[config.mk]
export PLATFORM = sky130hd
export DESIGN_NAME = piu_top
export DESIGN_NICKNAME = d
export VERILOG_FILES = /design/src/piu_pkg.sv /design/src/piu_top.sv /design/src/piu_prio_arb.sv
export SDC_FILE = /design/constraint.sdc
export NUM_CORES = 1
export LEC_CHECK = 0
export ABC_AREA = 0
export BUFFER_PORTS_ARGS = -buffer_cell sky130_fd_sc_hd__buf_2
export CORE_AREA = 2 2 82 84
export CTS_BUF_LIST = sky130_fd_sc_hd__clkbuf_16
export DETAILED_ROUTE_END_ITERATION = 16
export DIE_AREA = 0 0 84 86
export GPL_TIMING_DRIVEN = 0
export PLACE_DENSITY = 0.8
export SETUP_SLACK_MARGIN = 0.4
export SLEW_MARGIN = 40
export SYNTH_ARGS = -nofsm -noshare
export SYNTH_HDL_FRONTEND = slang
export SYNTH_HIERARCHICAL = 1
export SYNTH_SLANG_ARGS = --single-unit
export TNS_END_PERCENT = 100
[constraint.sdc]
create_clock -name i_ref_clk -period 1.75 [get_ports i_ref_clk]
set_input_delay 0.175 -clock i_ref_clk [delete_from_list [all_inputs] [get_ports i_ref_clk]]
set_output_delay 0.175 -clock i_ref_clk [all_outputs]
set_load 0.01 [all_outputs]
[src/piu_pkg.sv]
/*
 * piu_pkg: constants and carrier types of the prioritized interrupt unit.
 * assumes: included before every design file of the unit; no clock here.
 */
package piu_pkg;
	localparam int PIU_SRC_N = 8;
	localparam logic [7:0] PIU_ADDR_ENABLE_BITS = 8'h08;
	localparam logic [7:0] PIU_ADDR_REQUEST_LATCH = 8'h09;
	localparam logic [7:0] PIU_RST_ENABLE_BITS = 8'h00;
	localparam logic [7:0] PIU_RST_REQUEST_LATCH = 8'h00;
	localparam logic [15:0] PIU_RST_STATUS_HI = 16'h0000;
	localparam logic [15:0] PIU_VECTOR_BASE = 16'h2000;
	localparam logic [15:0] PIU_VECTOR_STEP = 16'h0002;
	localparam int PIU_GIE_BIT = 9;
	localparam logic [2:0] PIU_SRC_TIMER_OVF = 3'h0;
	localparam logic [2:0] PIU_SRC_CONVERTER = 3'h1;
	localparam logic [2:0] PIU_SRC_CAPTURE_DATA = 3'h2;
	localparam logic [2:0] PIU_SRC_TIMED_OUTPUT = 3'h3;
	localparam logic [2:0] PIU_SRC_CAPTURE_PIN0 = 3'h4;
	localparam logic [2:0] PIU_SRC_SOFT_TIMER = 3'h5;
	localparam logic [2:0] PIU_SRC_SERIAL = 3'h6;
	localparam logic [2:0] PIU_SRC_EXTERNAL = 3'h7;

	// one-cycle instruction-retire strobes from the sequencer
	typedef struct packed {
		logic boundary;
		logic enable_servicing_instr;
		logic disable_servicing_instr;
		logic status_push_instr;
		logic status_pop_instr;
	} piu_instr_t;

	// register-file byte access from the core
	typedef struct packed {
		logic wr;
		logic [7:0] addr;
		logic [7:0] wdata;
	} piu_reg_wr_t;

	// interrupt call request towards the sequencer
	typedef struct packed {
		logic take;
		logic [2:0] src;
		logic [15:0] vector_addr;
	} piu_call_t;
endpackage : piu_pkg

[src/piu_top.sv]
/*
 * piu_top: prioritized interrupt unit of a 16-bit core.
 * assumes: source events and instruction strobes are core-clock logic,
 * one cycle wide; the sequencer performs the push and the vector fetch.
 */
// Operation
// - service only while global enable set
// - disabled requests stay latched, served later
// - events set request latch at 09H
// - request latch byte readable and writable
// - enable mask at 08H, one enables
// - masked sources still latch their requests
// - mask is low byte of status word
// - fixed priority, level 7 highest
// - vector word 2000H plus two per level
// - bit n belongs to priority n
// - call pushes pc, loads vector word
// - no service right after interrupt call
// - status push saves then clears word
// - no service right after status push
// - status pop restores, blocks next boundary
// - service only at instruction boundaries
`timescale 1ns/1ps
`default_nettype none
module piu_top
	import piu_pkg::*;
(
	input wire logic i_ref_clk,
	input wire logic i_rst_b,
	input wire logic [PIU_SRC_N-1:0] i_src_event,
	input wire piu_instr_t i_instr,
	input wire piu_reg_wr_t i_reg_wr,
	input wire logic [7:0] i_reg_raddr,
	input wire logic i_status_wr,
	input wire logic [15:0] i_status_wdata,
	input wire logic i_call_done,
	output logic [7:0] o_reg_rdata,
	output logic [15:0] o_processor_status_word,
	output piu_call_t o_call,
	output logic [15:0] o_call_vector
);
	logic [7:0] enable_bits_ff;
	logic [7:0] request_latch_ff;
	logic [7:0] status_hi_ff;
	logic block_ff;
	logic call_busy_ff;
	logic [7:0] nxt_request_latch;
	logic [7:0] eligible;
	logic arb_any;
	logic [2:0] arb_src;
	logic take;
	logic wr_enable;
	logic wr_latch;
	logic [15:0] status_word;

	assign wr_enable = i_reg_wr.wr && (i_reg_wr.addr == PIU_ADDR_ENABLE_BITS);
	assign wr_latch = i_reg_wr.wr && (i_reg_wr.addr == PIU_ADDR_REQUEST_LATCH);
	assign status_word = {status_hi_ff, enable_bits_ff};

	// eligibility: pending, mask and global enable all set
	assign eligible = request_latch_ff & enable_bits_ff
		& {PIU_SRC_N{status_hi_ff[PIU_GIE_BIT-8]}};

	piu_prio_arb u_arb (
		.i_req(eligible),
		.o_any(arb_any),
		.o_src(arb_src)
	);

	// taken only at a boundary, not while held off or a call is in flight
	assign take = arb_any && i_instr.boundary && !block_ff
		&& !call_busy_ff && !i_instr.status_push_instr
		&& !i_instr.status_pop_instr;

	// request latch: software write first, then call clear, then events;
	// events win over a software clear so no request is lost
	always_comb begin
		nxt_request_latch = request_latch_ff;
		if (wr_latch) begin
			nxt_request_latch = i_reg_wr.wdata;
		end
		if (take) begin
			nxt_request_latch[arb_src] = 1'b0;
		end
		nxt_request_latch = nxt_request_latch | i_src_event;
	end

	always_ff @(posedge i_ref_clk) begin
		if (!i_rst_b) begin
			request_latch_ff <= PIU_RST_REQUEST_LATCH;
		end else begin
			request_latch_ff <= nxt_request_latch;
		end
	end

	// enable mask, shared with the status word low byte
	always_ff @(posedge i_ref_clk) begin
		if (!i_rst_b) begin
			enable_bits_ff <= PIU_RST_ENABLE_BITS;
		end else if (i_instr.status_push_instr) begin
			enable_bits_ff <= PIU_RST_ENABLE_BITS;
		end else if (i_instr.status_pop_instr) begin
			enable_bits_ff <= i_status_wdata[7:0];
		end else if (i_status_wr) begin
			enable_bits_ff <= i_status_wdata[7:0];
		end else if (wr_enable) begin
			enable_bits_ff <= i_reg_wr.wdata;
		end
	end

	// upper status byte: arithmetic flags and global enable
	always_ff @(posedge i_ref_clk) begin
		if (!i_rst_b) begin
			status_hi_ff <= PIU_RST_STATUS_HI[15:8];
		end else if (i_instr.status_push_instr) begin
			status_hi_ff <= PIU_RST_STATUS_HI[15:8];
		end else if (i_instr.status_pop_instr || i_status_wr) begin
			status_hi_ff <= i_status_wdata[15:8];
		end else if (i_instr.enable_servicing_instr) begin
			status_hi_ff[PIU_GIE_BIT-8] <= 1'b1;
		end else if (i_instr.disable_servicing_instr) begin
			status_hi_ff[PIU_GIE_BIT-8] <= 1'b0;
		end
	end

	// hold-off: the boundary after a call, push or pop never services;
	// cleared at the next boundary, so exactly one instruction runs
	always_ff @(posedge i_ref_clk) begin
		if (!i_rst_b) begin
			block_ff <= 1'b0;
		end else if (take || i_instr.status_push_instr
			|| i_instr.status_pop_instr) begin
			block_ff <= 1'b1;
		end else if (i_instr.boundary && !call_busy_ff) begin
			// a boundary inside a call must not spend the hold-off
			block_ff <= 1'b0;
		end
	end

	// call stays requested until the sequencer finishes push and load
	always_ff @(posedge i_ref_clk) begin
		if (!i_rst_b) begin
			call_busy_ff <= 1'b0;
			o_call <= '0;
			o_call_vector <= PIU_VECTOR_BASE;
		end else if (take) begin
			call_busy_ff <= 1'b1;
			o_call.take <= 1'b1;
			o_call.src <= arb_src;
			o_call.vector_addr <= PIU_VECTOR_BASE
				+ 16'(arb_src) * PIU_VECTOR_STEP;
			o_call_vector <= PIU_VECTOR_BASE + 16'(arb_src) * PIU_VECTOR_STEP;
		end else if (i_call_done) begin
			call_busy_ff <= 1'b0;
			o_call.take <= 1'b0;
		end
	end

	// register reads; unmapped addresses read zero, no side effects
	always_ff @(posedge i_ref_clk) begin
		if (!i_rst_b) begin
			o_reg_rdata <= 8'h00;
		end else if (i_reg_raddr == PIU_ADDR_ENABLE_BITS) begin
			o_reg_rdata <= enable_bits_ff;
		end else if (i_reg_raddr == PIU_ADDR_REQUEST_LATCH) begin
			o_reg_rdata <= request_latch_ff;
		end else begin
			o_reg_rdata <= 8'h00;
		end
	end

	always_ff @(posedge i_ref_clk) begin
		if (!i_rst_b) begin
			o_processor_status_word <= PIU_RST_STATUS_HI;
		end else begin
			o_processor_status_word <= status_word;
		end
	end
endmodule : piu_top
`default_nettype wire

[src/piu_prio_arb.sv]
/*
 * piu_prio_arb: fixed-priority pick among the eligible sources.
 * assumes: request vector already gated by mask and global enable.
 */
`timescale 1ns/1ps
`default_nettype none
module piu_prio_arb
	import piu_pkg::*;
(
	input wire logic [PIU_SRC_N-1:0] i_req,
	output logic o_any,
	output logic [2:0] o_src
);
	// highest bit wins; scan upward so the last hit is the highest level
	always_comb begin
		o_any = 1'b0;
		o_src = 3'h0;
		for (int i = 0; i < PIU_SRC_N; i++) begin
			if (i_req[i]) begin
				o_any = 1'b1;
				o_src = 3'(i);
			end
		end
	end
endmodule : piu_prio_arb
`default_nettype wire

# Word-level counts from Yosys, hierarchy flattened
# Index checks and enable logic that the tools add are counted.
word_totals:
  word_cells: 76
  inputBits: 58
  reg_bits: 85
op_classes:
  addsub: 1
  n_reduce_logical: 21
  mux: 31
  n_lt_le_gt_ge: 2
  bitwise_logic: 6
  eq_ne: 4
op_table:
  columns: ["op", "n"]
  rows:
  - ["2-to-1 mux 8 bit", 7]
  - ["equality test 8 x 4 -> 1 bit, second input constant", 4]
  - ["bitwise AND 8 bit", 3]
  - ["2-to-1 mux 1 bit", 17]
  - ["adder 14 x 4 -> 15 bit, first input constant", 1]
  - ["2-to-1 mux 3 bit", 4]
  - ["logical AND 1 bit", 9]
  - ["NOT 8 bit", 1]
  - ["OR 8 bit", 1]
  - ["nonzero test 3 bit", 2]
  - ["logical NOT 1 bit", 4]
  - ["< comparator 3 x 4 -> 1 bit, second input constant", 1]
  - ["2-to-1 mux 2 bit", 2]
  - ["nonzero test 2 bit", 2]
  - ["demux 1 bit (select 3 bit)", 1]
  - ["greater-or-equal comparator 3 x 1 -> 1 bit, second input constant", 1]
  - ["logical OR 1 bit", 3]
  - ["OR reduction 2 bit", 1]
  - ["NOT 1 bit", 1]

# Logic depth before layout (Yosys ltp)
# Gate-level depths: netlist (run 1).
logic_depth:
  word_depth: 18
  ltp_mapped: 7

# By module
# The synthesis (run 1) kept the hierarchy.
modules_own_cells:
  columns: ["mod", "instances", "seq_area_each_um2", "cells_per_inst", "area_each_um2"]
  rows:
  - ["piu_top", 1, 1081.0, 281, 2549.9]
  - ["piu_prio_arb", 1, 0.0, 12, 57.6]

# Worst setup path after synthesis (run 1)
# No wires, ideal clock.
synth_timing:
  path_kind: "register to register"
  start: "reg status_hi_ff[1]"
  end: "reg request_latch_ff[1]"
  stages_incl_launch_ff: 7
  arrival_time_ns: 1.522
  slack_ns: 0.112
  n_path_buf: 0
  setup_time_ns: 0.115
  synth_period_minus_slack_ns: 1.638
  path_cell_list: "dfxtp_1 and3_1 a21oi_1 o31ai_1 nor3b_1 a31oi_1 and3_1"
synth_between:
  elab_chain_len: 16
  elab_cells_between_ends: 30
  cone_classes: "2 x order compare; 18 x mux; 4 x bitwise; 6 x reduce/logical"
synth_lines:
  columns: ["item", "line", "text"]
  rows:
  - ["start: declaration", "piu_top.sv:44", "logic [7:0] status_hi_ff;"]
  - ["start signal: assignment", "piu_top.sv:114", "status_hi_ff <= PIU_RST_STATUS_HI[15:8];"]
  - ["start signal: assignment", "piu_top.sv:116", "status_hi_ff <= PIU_RST_STATUS_HI[15:8];"]
  - ["start signal: assignment", "piu_top.sv:118", "status_hi_ff <= i_status_wdata[15:8];"]
  - ["bitwise AND 8 bit *", "piu_top.sv:62", "& {PIU_SRC_N{status_hi_ff[PIU_GIE_BIT-8]}};"]
  - ["net eligible[1]", "piu_top.sv:48", "logic [7:0] eligible;"]
  - ["2-to-1 mux 1 bit *", "piu_prio_arb.sv:19", "if (i_req[i]) begin"]
  - ["2-to-1 mux 2 bit * (2 in series)", "piu_prio_arb.sv:19", null]
  - ["2-to-1 mux 3 bit * (4 in series)", "piu_prio_arb.sv:19", null]
  - ["net arb_src[0]", "piu_top.sv:50", "logic [2:0] arb_src;"]
  - ["< comparator 3 x 4 -> 1 bit (not written as such) or greater-or-equal comparator 3 x 1 -> 1 bit (tied branches)", "piu_top.sv:83", "nxt_request_latch[arb_src] = 1'b0;"]
  - ["logical AND 1 bit (not written as such)", "piu_top.sv:83", null]
  - ["2-to-1 mux 1 bit (not written as such)", "piu_top.sv:83", null]
  - ["demux 1 bit (select 3 bit) *", "piu_top.sv:83", null]
  - ["NOT 8 bit (no line) *", null, null]
  - ["bitwise AND 8 bit (no line) *", null, null]
  - ["2-to-1 mux 8 bit *", "piu_top.sv:82", "if (take) begin"]
  - ["OR 8 bit *", "piu_top.sv:85", "nxt_request_latch = nxt_request_latch | i_src_event;"]
  - ["end signal: assignment", "piu_top.sv:92", "request_latch_ff <= nxt_request_latch;"]
  - ["end: declaration", "piu_top.sv:43", "logic [7:0] request_latch_ff;"]
# The timed path passes the listed nets; every way through them passes the cells marked *.
# A chain may end at the register's enable or synchronous reset.

# Worst setup path in the final report (run 1)
layout_timing:
  start: "reg request_latch_ff[3]"
  end: "reg request_latch_ff[3]"
layout_between:
  elab_chain_len: 15
  elab_cells_between_ends: 27
  cone_classes: "2 x order compare; 14 x mux; 5 x bitwise; 6 x reduce/logical"
layout_lines:
  columns: ["item", "line", "text"]
  rows:
  - ["bitwise AND 8 bit *", "piu_top.sv:61", "assign eligible = request_latch_ff & enable_bits_ff"]
  - ["bitwise AND 8 bit *", "piu_top.sv:62", null]
  - ["net eligible[3]", "piu_top.sv:48", null]
  - ["2-to-1 mux 2 bit *", "piu_prio_arb.sv:19", null]
  - ["2-to-1 mux 3 bit * (4 in series)", "piu_prio_arb.sv:19", null]
  - ["net arb_src[0]", "piu_top.sv:50", null]
  - ["< comparator 3 x 4 -> 1 bit (not written as such) or greater-or-equal comparator 3 x 1 -> 1 bit (tied branches)", "piu_top.sv:83", null]
  - ["logical AND 1 bit (not written as such)", "piu_top.sv:83", null]
  - ["2-to-1 mux 1 bit (not written as such)", "piu_top.sv:83", null]
  - ["demux 1 bit (select 3 bit) *", "piu_top.sv:83", null]
  - ["NOT 8 bit (no line) *", null, null]
  - ["bitwise AND 8 bit (no line) *", null, null]
  - ["2-to-1 mux 8 bit *", "piu_top.sv:82", null]
  - ["OR 8 bit *", "piu_top.sv:85", null]
# Marked as above.

==> impl_results.md, run 1 <==
- Outcome: complete, no violations
- Top delay family on crit path: simple AND/OR/NAND/NOR gates
- Seq pwr share: 0.496
- Clock Power Share: 0.371
- CP max FO: 5
- Drt wl/cell: 13.75 um
- Initial Util: 0.4154
- Synthesized flop and latch total: 54
- First-pass GRT wire length: 10.91 mm
- Count of final setup violators: 0
- Via/cell ratio: 5.012
- CTS Hold Bufs: 0
- Tcrit/Tclk final: 0.9676
- TritonRoute pass-1 iters: 4
- Top Ports: 118
- Req. time, crit path: around 1.9 ns
- Residual DRC: 0
- Via Count: 2511
- CP arrival: between 1.5 and 2 ns
- I/O Buffers: 92
- Clock Tree Buf Depth: 2
- Share of layout cells above drive strength 1: 0.4175
- Pleak: 1.712 nW
- Die height: 86 um
- Post-synthesis async set-or-reset flop share: 0
- DR top layer: met4
- R2r setup slk: 0.06 ns
- Hold WC Path Type: input port to register
- Logic pwr share: 0.134
- Synth warnings: 6
- Met3 wire len: 615 um
- Main synth FF type: dfxtp_1
- Gr ovfl total: 0
- Crit-path cells: and3_4 -> a21oi_2 -> o31ai_4 -> nor3b_4 -> a31oi_1 -> and3_1
- Clk Latency, worst-skew pair: approximately 0.28 ns
- Die area: 0.007224 mm2
- Root Buffer: clkbuf_16
- Reg clk slew, reported paths: about 0.070 ns
- Avg Cell Area, Syn: 8.899 um2
- Highest clock rate: 0.5905 GHz
- H-tree Lvls: 2
- Core Rows: 29
- CTS Buf Count: 5
- Layout fillers: 600
- Critical path's slowest cell: dfxtp_1
- Antenna-violating nets left: 0
- DR iter-0 viols: about 130
- Crit end category: register
- Total GRT Usage: 0.1845
- Area Growth Syn to Fin: 38.82%
- Commonest non-fill, non-tap cell in the layout: buf_2
- Final core occ: 0.5766
- Switching share of power: 0.2515
- Nets: around 480
- Post-Syn Area: 0.002608 mm2
- P_sw: 0.0006609 W
- CTS tree: yes
- Number of synthesized flops with an enable pin: 0
- Peak supply drop: 0.4941 mV
- Setup_tns: 0 ns
- Critical setup path kind: register to register
- N_diodes: 0
- Area of the multi-input gates: 0.001416 mm2
- RSZ-0062 raised after global routing: yes
- Unique masters post-synth: 32
- Final Max Tran Viols: 0
- Core Footprint: around 0.0063 mm2
- Mapped Cells: 293
- Post-DP HPWL: 5.355 mm
- Pin slew with the least headroom to its limit: 0.5052 ns
- Final WL: 6.887 mm
- DIE WIDTH: 84 um
- Largest stage delay, worst path: ~0.40 ns
- Post-Route M1 WL: 2.698 mm
- Relative slew margins: 0.6625
- Critical path launch point type: register
- Int Pwr: 0.001967 W
- Largest net degree at the start of global routing: 18
- Register area: 0.001086 mm2
- Vias in the first global route: 2330
- Antenna violations before repair: 0
- Seq/Total Area, Yosys: 0.4146
- CP bufs+invs: 0
- Met2 WL: 3.497 mm
- Number of clock sinks: 54
- Max-Cap Viols: 0
- Cell area power density: 726.1 mW/mm2
- Final Hold Viols: 0
- Most frequent cells in the layout: buf_2, dfxtp_1, buf_4, conb_1
- Final min period: 1.693 ns
- GP Congestion: ~0.91
- Final Skew: slightly above 0.004 ns
[worst reg2reg max path, stage by stage, from the launching register on]
cell     delay, ns
dfxtp_1       0.40
and3_4        0.23
a21oi_2       0.06
o31ai_4       0.25
nor3b_4       0.35
a31oi_1       0.14
and3_1        0.16
[power groups by stage]
stage          Clock (W)  Combinational (W)  Sequential [W]
3_5_place_dp           0           0.000328         0.00133
3_3_place_gp           0           0.000323         0.00133
6_report        0.000974           0.000351         0.00130
2_1_floorplan          0           0.000195         0.00132
5_1_grt          0.00105           0.000383         0.00131
4_1_cts         0.000990           0.000340         0.00130
[cells in the mapped netlist, drive strengths merged, types with 5 or more instances]
| master | instances | area share |
|---|---|---|
| buf | 36 | 0.10 |
| nor2 | 16 | 0.023 |
| dfxtp | 54 | 0.41 |
| and2 | 16 | 0.038 |
| a311o | 8 | 0.031 |
| nand2 | 16 | 0.023 |
| a22o | 8 | 0.027 |
| clkbuf | 13 | 0.019 |
| o31ai | 10 | 0.029 |
| inv | 6 | 0.0086 |
| o21ai | 13 | 0.025 |
| and3 | 16 | 0.038 |
| nand4 | 14 | 0.034 |
| a31oi | 14 | 0.034 |
| nor3b | 5 | 0.014 |
| a21oi | 19 | 0.036 |
[what timing repair did]
item / CTS / global route
pin swaps: 5 / 4
setup endpoints to repair: 14 / 21
gates resized for setup: 17 / 12
setup buffers: 3 / 5
[sequential cells by signal, summed over array words and instances (netlist names)]
| register | count |
|---|---|
| call_busy_ff | 1 |
| o_reg_rdata | 8 |
| request_latch_ff | 8 |
| enable_bits_ff | 8 |
| block_ff | 1 |
| o_processor_status_word | 16 |
| status_hi_ff | 8 |
| o_call | 4 |
[cells by family (layout without fill, tap and decap cells)]
family,Yosys count,in the layout,share of synthesized area
other,2,25,0.002880
buffers and inverters,56,164,0.1305
AO/OA/AOI/OAI,75,75,0.1915
AND/OR/NAND/NOR,106,106,0.2606
flip-flops,54,54,0.4146
[worst paths after layout]
check / from / depth (start not counted) / endpoint
max: request_latch_ff[3] / 6 / request_latch_ff[3]
min: i_status_wdata[10] / 3 / status_hi_ff[2]
max reg2reg: request_latch_ff[3] / 6 / request_latch_ff[3]
min reg2reg: status_hi_ff[7] / 2 / status_hi_ff[7]
[metrics by stage]
stage / cells / cell area [um2] / hold slack [ns] / setup WS [ns] / power, W
floorplan: 316 / 2739 / 0.3155 / 0.2674 / 0.001518
finish: 501 / 3620 / 0.1298 / 0.05661 / 0.002628
detailed placement: 485 / 3296 / 0.4258 / -0.01366 / 0.001658
CTS: 496 / 3531 / 0.1259 / 0.06108 / 0.002631
global placement: 485 / 3296 / 0.4277 / 0.008206 / 0.001651
global route: 501 / 3620 / 0.1146 / -0.03178 / 0.002741
[layout make-up]
type | instances | share of cell area
Tap cell | 77 | 0.02662
Multi-Input combinational cell | 206 | 0.3913
Clock inverter | 3 | 0.005531
Buffer | 49 | 0.09091
Clock buffer | 5 | 0.03457
Inverter | 7 | 0.007259
Timing Repair Buffer | 100 | 0.1438
Sequential cell | 54 | 0.3000
[metal layers]
metal | vias up | GRT usage
met3 | 8 | 0.03657
met1 | 1117 | 0.2317
met2 | 117 | 0.3309
met4 | 0 | 0.03666
met5 | - | 0
li1 | 1269 | -
Power figures use the tool's default switching activity.
==> run 2, diff against run 1 <==
--- a/config.mk
+++ b/config.mk
@@ -7,10 +7,10 @@
 export LEC_CHECK = 0
 export ABC_AREA = 0
 export BUFFER_PORTS_ARGS = -buffer_cell sky130_fd_sc_hd__buf_2
-export CORE_AREA = 2 2 82 84
+export CORE_AREA = 10 10 90 92
 export CTS_BUF_LIST = sky130_fd_sc_hd__clkbuf_16
 export DETAILED_ROUTE_END_ITERATION = 16
-export DIE_AREA = 0 0 84 86
+export DIE_AREA = 0 0 100 102
 export GPL_TIMING_DRIVEN = 0
 export PLACE_DENSITY = 0.8
 export SETUP_SLACK_MARGIN = 0.4
==> run 2 against run 1 <==
Effect of this change:
- maximum frequency fell by 2.3%
- largest cell class unchanged
- critical endpoint is now request_latch_ff[7]
- global-route usage decreased by 3.8 points
- die area up 41%
- wire length is 13% higher
- sequential cell count unchanged
- cell count did not move
==> impl_results.md, run 2 (same netlist as run 1, synthesis figures left out) <==
- Outcome: complete, no violations
- Initial Util: 0.4154
- Total GRT Usage: 0.1464
- Logic pwr share: 0.126
- Final min period: 1.733 ns
- Tcrit/Tclk final: 0.9905
- P_sw: between 0.0006 and 0.0007 W
- Crit end category: register
- Switching share of power: 0.2401
- First-pass GRT wire length: around 12 mm
- Most frequent cells in the layout: buf_2, dfxtp_1, buf_4, conb_1, a21oi_1
- Top Ports: approximately 120
- Layout fillers: roughly 560
- Clock Tree Buf Depth: 2
- Critical setup path kind: register to register
- Largest stage delay, worst path: 0.38 ns
- Die height: 102 um
- Fin Hold WS: 0.1166 ns
- CTS Hold Bufs: 0
- Commonest non-fill, non-tap cell in the layout: buf_2
- Clk Latency, worst-skew pair: 0.29 ns
- CTS tree: yes
- Finished Layout Cells: 501
- Final Max Tran Viols: 0
- Dpl cells: 485
- Final core occ: 0.5782
- Pleak: 1.732 nW
- CP arrival: ~2.0 ns
- Int Pwr: 0.002119 W
- Root Buffer: clkbuf_16
- Core Footprint: between 0.006 and 0.007 mm2
- Critical path's slowest cell: dfxtp_4
- Number of clock sinks: 54
- Reg with most FFs: o_processor_status_word
- Max reg flops: 16
- Antenna-violating nets left: 0
- Antenna violations before repair: 0
- RSZ-0062 raised after global routing: yes
- DR iter-0 viols: 134
- Post-DP HPWL: 6.233 mm
- Hold WC Path Type: input port to register
- Core Rows: 29
- H-tree Lvls: 2
- DIE WIDTH: ~100 um
- Die area: 0.01020 mm2
- I/O Buffers: slightly above 90
- Max-Cap Viols: 0
- Area Growth Syn to Fin: 39.20%
- GP Congestion: about 0.9
- Gr ovfl total: 0
- Share of layout cells above drive strength 1: 0.4292
- Largest net degree at the start of global routing: 19
- Peak supply drop: 0.4745 mV
- Final Hold Viols: 0
- Reg clk slew, reported paths: about 0.070 ns
- Placed cell areas: roughly 0.0033 mm2
- N_diodes: 0
- CTS Buf Count: 5
- Cell area power density: 768.2 mW/mm2
- Req. time, crit path: 1.98 ns
- Residual DRC: 0
- Seq pwr share: 0.468
- Highest clock rate: 0.5769 GHz
- Crit-path cells: and3_4 -> nor2_1 -> nand4_1 -> and4bb_2 -> clkbuf_8 -> a31oi_1 -> and3_1
- Critical path launch point type: register
- Clock Power Share: 0.407
- Drt wl/cell: approximately 16 um
- Count of final setup violators: 0
- Vias in the first global route: 2620
- Design Area, Final: 0.003630 mm2
- Final WL: 7.796 mm
- Via/cell ratio: 5.010
- Via Count: roughly 2.5k
- Nets: 481
- CP max FO: 10
- TritonRoute pass-1 iters: 4
- Final Skew: 0.009459 ns
==> run 2: changes by cell type in the layout (fill, tap and decap cells not counted), moves of 2 or more <==
cell and delta:
clkbuf_4 +2, a21oi_1 +2, a21oi_2 -2, clkbuf_2 +3, clkbuf_1 -2, dfxtp_1 -4
buf_2 -2, dfxtp_2 +4
==> run 2: final timing paths <==
check | startpoint | endpoint | slack (ns) | cells after the start
worst max register to register | status_hi_ff[1] | request_latch_ff[7] | 0.02 | 7
worst min register to register | status_hi_ff[0] | o_processor_status_word[8] | 0.45 | 1
worst min-delay path | i_status_wdata[13] | status_hi_ff[5] | 0.12 | 3
worst max-delay path | status_hi_ff[1] | request_latch_ff[7] | 0.02 | 7
==> run 2: per-stage QoR <==
step,power [W],worst slack [ns],TNS (ns)
floorplan,0.001518,0.2674,0
finish,0.002788,0.01656,0
global route,0.002896,-0.04989,-0.1329
global placement,0.001650,0.02449,0
detailed placement,0.001657,0.003440,0
CTS,0.002787,0.06355,0
==> run 2: worst max-delay path: cells and delay by family (launching register included) <==
kind	cells	cell delay, ns
AOI/OAI and AO/OA	1	0.16
buffers and inverters	1	0.16
DFF	1	0.38
and+or+nand+nor	5	0.97
==> run 2: cell type report <==
cell class / count / area, um2 / area share
clock inverter: 3 / 47.55 / 0.01310
timing repair buffer: 100 / 518.0 / 0.1427
tap: 77 / 96.34 / 0.02654
buffer: 49 / 336.6 / 0.09273
clock buffer: 5 / 125.1 / 0.03447
multi-input combinational: 206 / 1389 / 0.3826
sequential: 54 / 1091 / 0.3006
inverter: 7 / 26.28 / 0.007239
==> run 2: timing repair <==
action,in CTS,in global routing
setup buffers,3,4
pin swaps,6,4
endpoints found under the setup margin,14,20
gates resized for setup,18,16
cloned,1,0
==> run 2: power groups by stage <==
stage | registers (W) | logic (W) | clock network [W]
finish | 0.00130 | 0.000350 | 0.00113
global route | 0.00131 | 0.000387 | 0.00120
CTS | 0.00130 | 0.000338 | 0.00115
detailed placement | 0.00133 | 0.000328 | 0
global placement | 0.00133 | 0.000323 | 0
floorplan | 0.00132 | 0.000195 | 0
==> run 2: layer usage <==
metal | vias up | routed length [um] | GRT usage
met1 | 1129 | 3011 | 0.1620
met3 | 11 | 686 | 0.05263
met4 | 0 | 114 | 0.04783
met5 | - | 0 | 0
li1 | 1274 | - | -
met2 | 96 | 3984 | 0.2563
==> run 3, diff against run 2 <==
--- a/config.mk
+++ b/config.mk
@@ -7,12 +7,12 @@
 export LEC_CHECK = 0
 export ABC_AREA = 0
 export BUFFER_PORTS_ARGS = -buffer_cell sky130_fd_sc_hd__buf_2
-export CORE_AREA = 10 10 90 92
+export CORE_AREA = 10 10 88 90
 export CTS_BUF_LIST = sky130_fd_sc_hd__clkbuf_16
 export DETAILED_ROUTE_END_ITERATION = 16
-export DIE_AREA = 0 0 100 102
+export DIE_AREA = 0 0 98 100
 export GPL_TIMING_DRIVEN = 0
-export PLACE_DENSITY = 0.8
+export PLACE_DENSITY = 0.81
 export SETUP_SLACK_MARGIN = 0.4
 export SLEW_MARGIN = 40
 export SYNTH_ARGS = -nofsm -noshare
==> constraint.sdc (replaced) <==
create_clock -name i_ref_clk -period 2.1 [get_ports i_ref_clk]
set_input_delay 0.21 -clock i_ref_clk [delete_from_list [all_inputs] [get_ports i_ref_clk]]
set_output_delay 0.21 -clock i_ref_clk [all_outputs]
set_load 0.01 [all_outputs]
==> run 3 against run 2 <==
Effect of this change:
- worst hold slack gained 0.037 ns
- sequential power is 16% lower
- setup slack better by 0.28 ns
- cell count is the same
- sequential share of layout area is 0.47 points lower
- count of clock-buffer cells in the layout did not move
- clock skew is 0.0041 ns lower
- critical path depth stayed put
==> impl_results.md, run 3 (same netlist as run 1, synthesis figures left out) <==
- Outcome: complete, no violations
- Commonest non-fill, non-tap cell in the layout: buf_2
- Hold WC Path Type: input port to register
- Int Pwr: between 0.0015 and 0.002 W
- Antenna-violating nets left: 0
- Drt wl/cell: 16.55 um
- Critical path launch point type: register
- Total GRT Usage: 0.1526
- GP Congestion: 0.8724
- Count of final setup violators: 0
- CP max FO: 6
- Hold path depth: 3
- Final total power: 0.002346 W
- CP arrival: 1.99 ns
- Area Growth Syn to Fin: 41.55%
- R2R depth: 7
- Clk Latency, worst-skew pair: 0.30 ns
- H-tree Lvls: 2
- Root Buffer: clkbuf_16
- Largest stage delay, worst path: 0.39 ns
- Crit end category: register
- Top Ports: between 100 and 150
- Final min period: 1.806 ns
- Crit-path cells: and3_4 -> clkinv_1 -> a21oi_4 -> o31ai_4 -> nor3b_4 -> a31oi_2 -> and3_1
- Top delay family on crit path: simple AND/OR/NAND/NOR gates
- Antenna violations before repair: 0
- RSZ-0062 raised after global routing: yes
- Setup_tns: 0 ns
- Initial Util: 0.4252
- Clock Power Share: 0.406
- Largest net degree at the start of global routing: 19
- Final Hold Viols: 0
- Tcrit/Tclk final: 0.8600
- DIE WIDTH: 98 um
- Reg with most FFs: o_processor_status_word
- Switching share of power: 0.2457
- CTS Buf Count: 5
- R2r setup slk: 0.29 ns
- Pleak: 1.737 nW
- Reg clk slew, reported paths: roughly 0.070 ns
- N_diodes: 0
- Req. time, crit path: roughly 2.3 ns
- Residual DRC: 0
- Final Skew: about 0.0053 ns
- Post-DP HPWL: about 6.3 mm
- Vias in the first global route: 2553
- Final Max Tran Viols: 0
- First-pass GRT wire length: 12.42 mm
- Relative slew margins: 0.6380
- P_sw: 0.0005764 W
- Gr ovfl total: 0
- Max-Cap Viols: 0
- TritonRoute pass-1 iters: 4
- Pin slew with the least headroom to its limit: 0.5431 ns
- Final WL: 8.294 mm
- Via Count: 2626
- Cell area power density: 635.6 mW/mm2
- Most frequent cells in the layout: buf_2, dfxtp_1, buf_4, conb_1
- Die height: roughly 100 um
- Core Footprint: a little over 0.006 mm2
- Core Rows: 29
- DR iter-0 viols: 220
- Share of layout cells above drive strength 1: 0.4434
- Seq pwr share: 0.464
- Levels on crit path: 7
- Via/cell ratio: 5.242
- Number of clock sinks: 54
- Critical path's slowest cell: nor3b_4
- I/O Buffers: 92
- Clock Tree Buf Depth: 2
- Highest clock rate: 0.5537 GHz
- Die area: just under 0.01 mm2
- CTS tree: yes
- Peak supply drop: around 0.52 mV
- CP bufs+invs: 1
- Max reg flops: 16
- Nets: 481
- Logic pwr share: 0.130
- Critical setup path kind: register to register
==> run 3: cell count changes in the layout (fill, tap and decap cells not counted), sizes merged <==
cell | previous run | this run
clkdlybuf4s15 | 0 | 1
buf | 134 | 137
clkbuf | 20 | 16
==> run 3: cell type report <==
type,count,area [um2]
Timing Repair Buffer,100,535.5
Tap cell,77,96.34
Fill cell,528,2441
Inverter,7,26.28
Clock buffer,5,125.1
Buffer,49,326.6
Sequential cell,54,1092
Multi-Input combinational cell,206,1441
Clock inverter,3,47.55
==> run 3: power by group through the flow <==
stage | clock network [W] | registers (W) | logic (W)
2_1_floorplan | 0 | 0.00110 | 0.000160
3_3_place_gp | 0 | 0.00111 | 0.000266
3_5_place_dp | 0 | 0.00111 | 0.000270
4_1_cts | 0.000963 | 0.00109 | 0.000277
5_1_grt | 0.00101 | 0.00109 | 0.000336
6_report | 0.000952 | 0.00109 | 0.000305
==> run 3: path summary, 6_finish.rpt <==
kind / from / to
setup reg to reg: status_hi_ff[1] / request_latch_ff[7]
setup / recovery: status_hi_ff[1] / request_latch_ff[7]
hold / removal: i_status_wdata[13] / status_hi_ff[5]
hold reg to reg: status_hi_ff[4] / status_hi_ff[4]
==> run 3: worst min-delay path, cell delays in order <==
cell,delay [ns]
buf_2,0.10
nand2_1,0.04
a21oi_1,0.05
==> run 3: what timing repair did <==
action | CTS | global route
setup endpoints to repair | 13 | 11
resized for setup | 12 | 45
setup buffers | 2 | 4
hold buffers | 0 | 0
cloned | 0 | 2
pin swaps | 2 | 13
==> run 3: metal layers <==
| layer | track usage | up-vias | wire length [um] |
|---|---|---|---|
| met5 | 0 | - | 0 |
| li1 | - | 1271 | - |
| met2 | 0.2645 | 132 | 4111 |
| met4 | 0.04922 | 0 | 145 |
| met1 | 0.1677 | 1208 | 3183 |
| met3 | 0.05975 | 15 | 853 |
==> run 3: per-stage QoR <==
| step | hold WS, ns | setup slack (ns) | std cells | utilization | cell area (um2) |
|---|---|---|---|---|---|
| floorplan | 0.3505 | 0.4622 | 316 | - | 2694 |
| global placement | 0.4333 | 0.1060 | 485 | 0.5301 | 3251 |
| detailed placement | 0.4385 | 0.08106 | 485 | 0.5301 | 3251 |
| CTS | 0.1512 | 0.3917 | 495 | 0.5676 | 3481 |
| global route | 0.1559 | 0.2049 | 501 | 0.6019 | 3691 |
| finish | 0.1537 | 0.2941 | 501 | 0.6019 | 3691 |
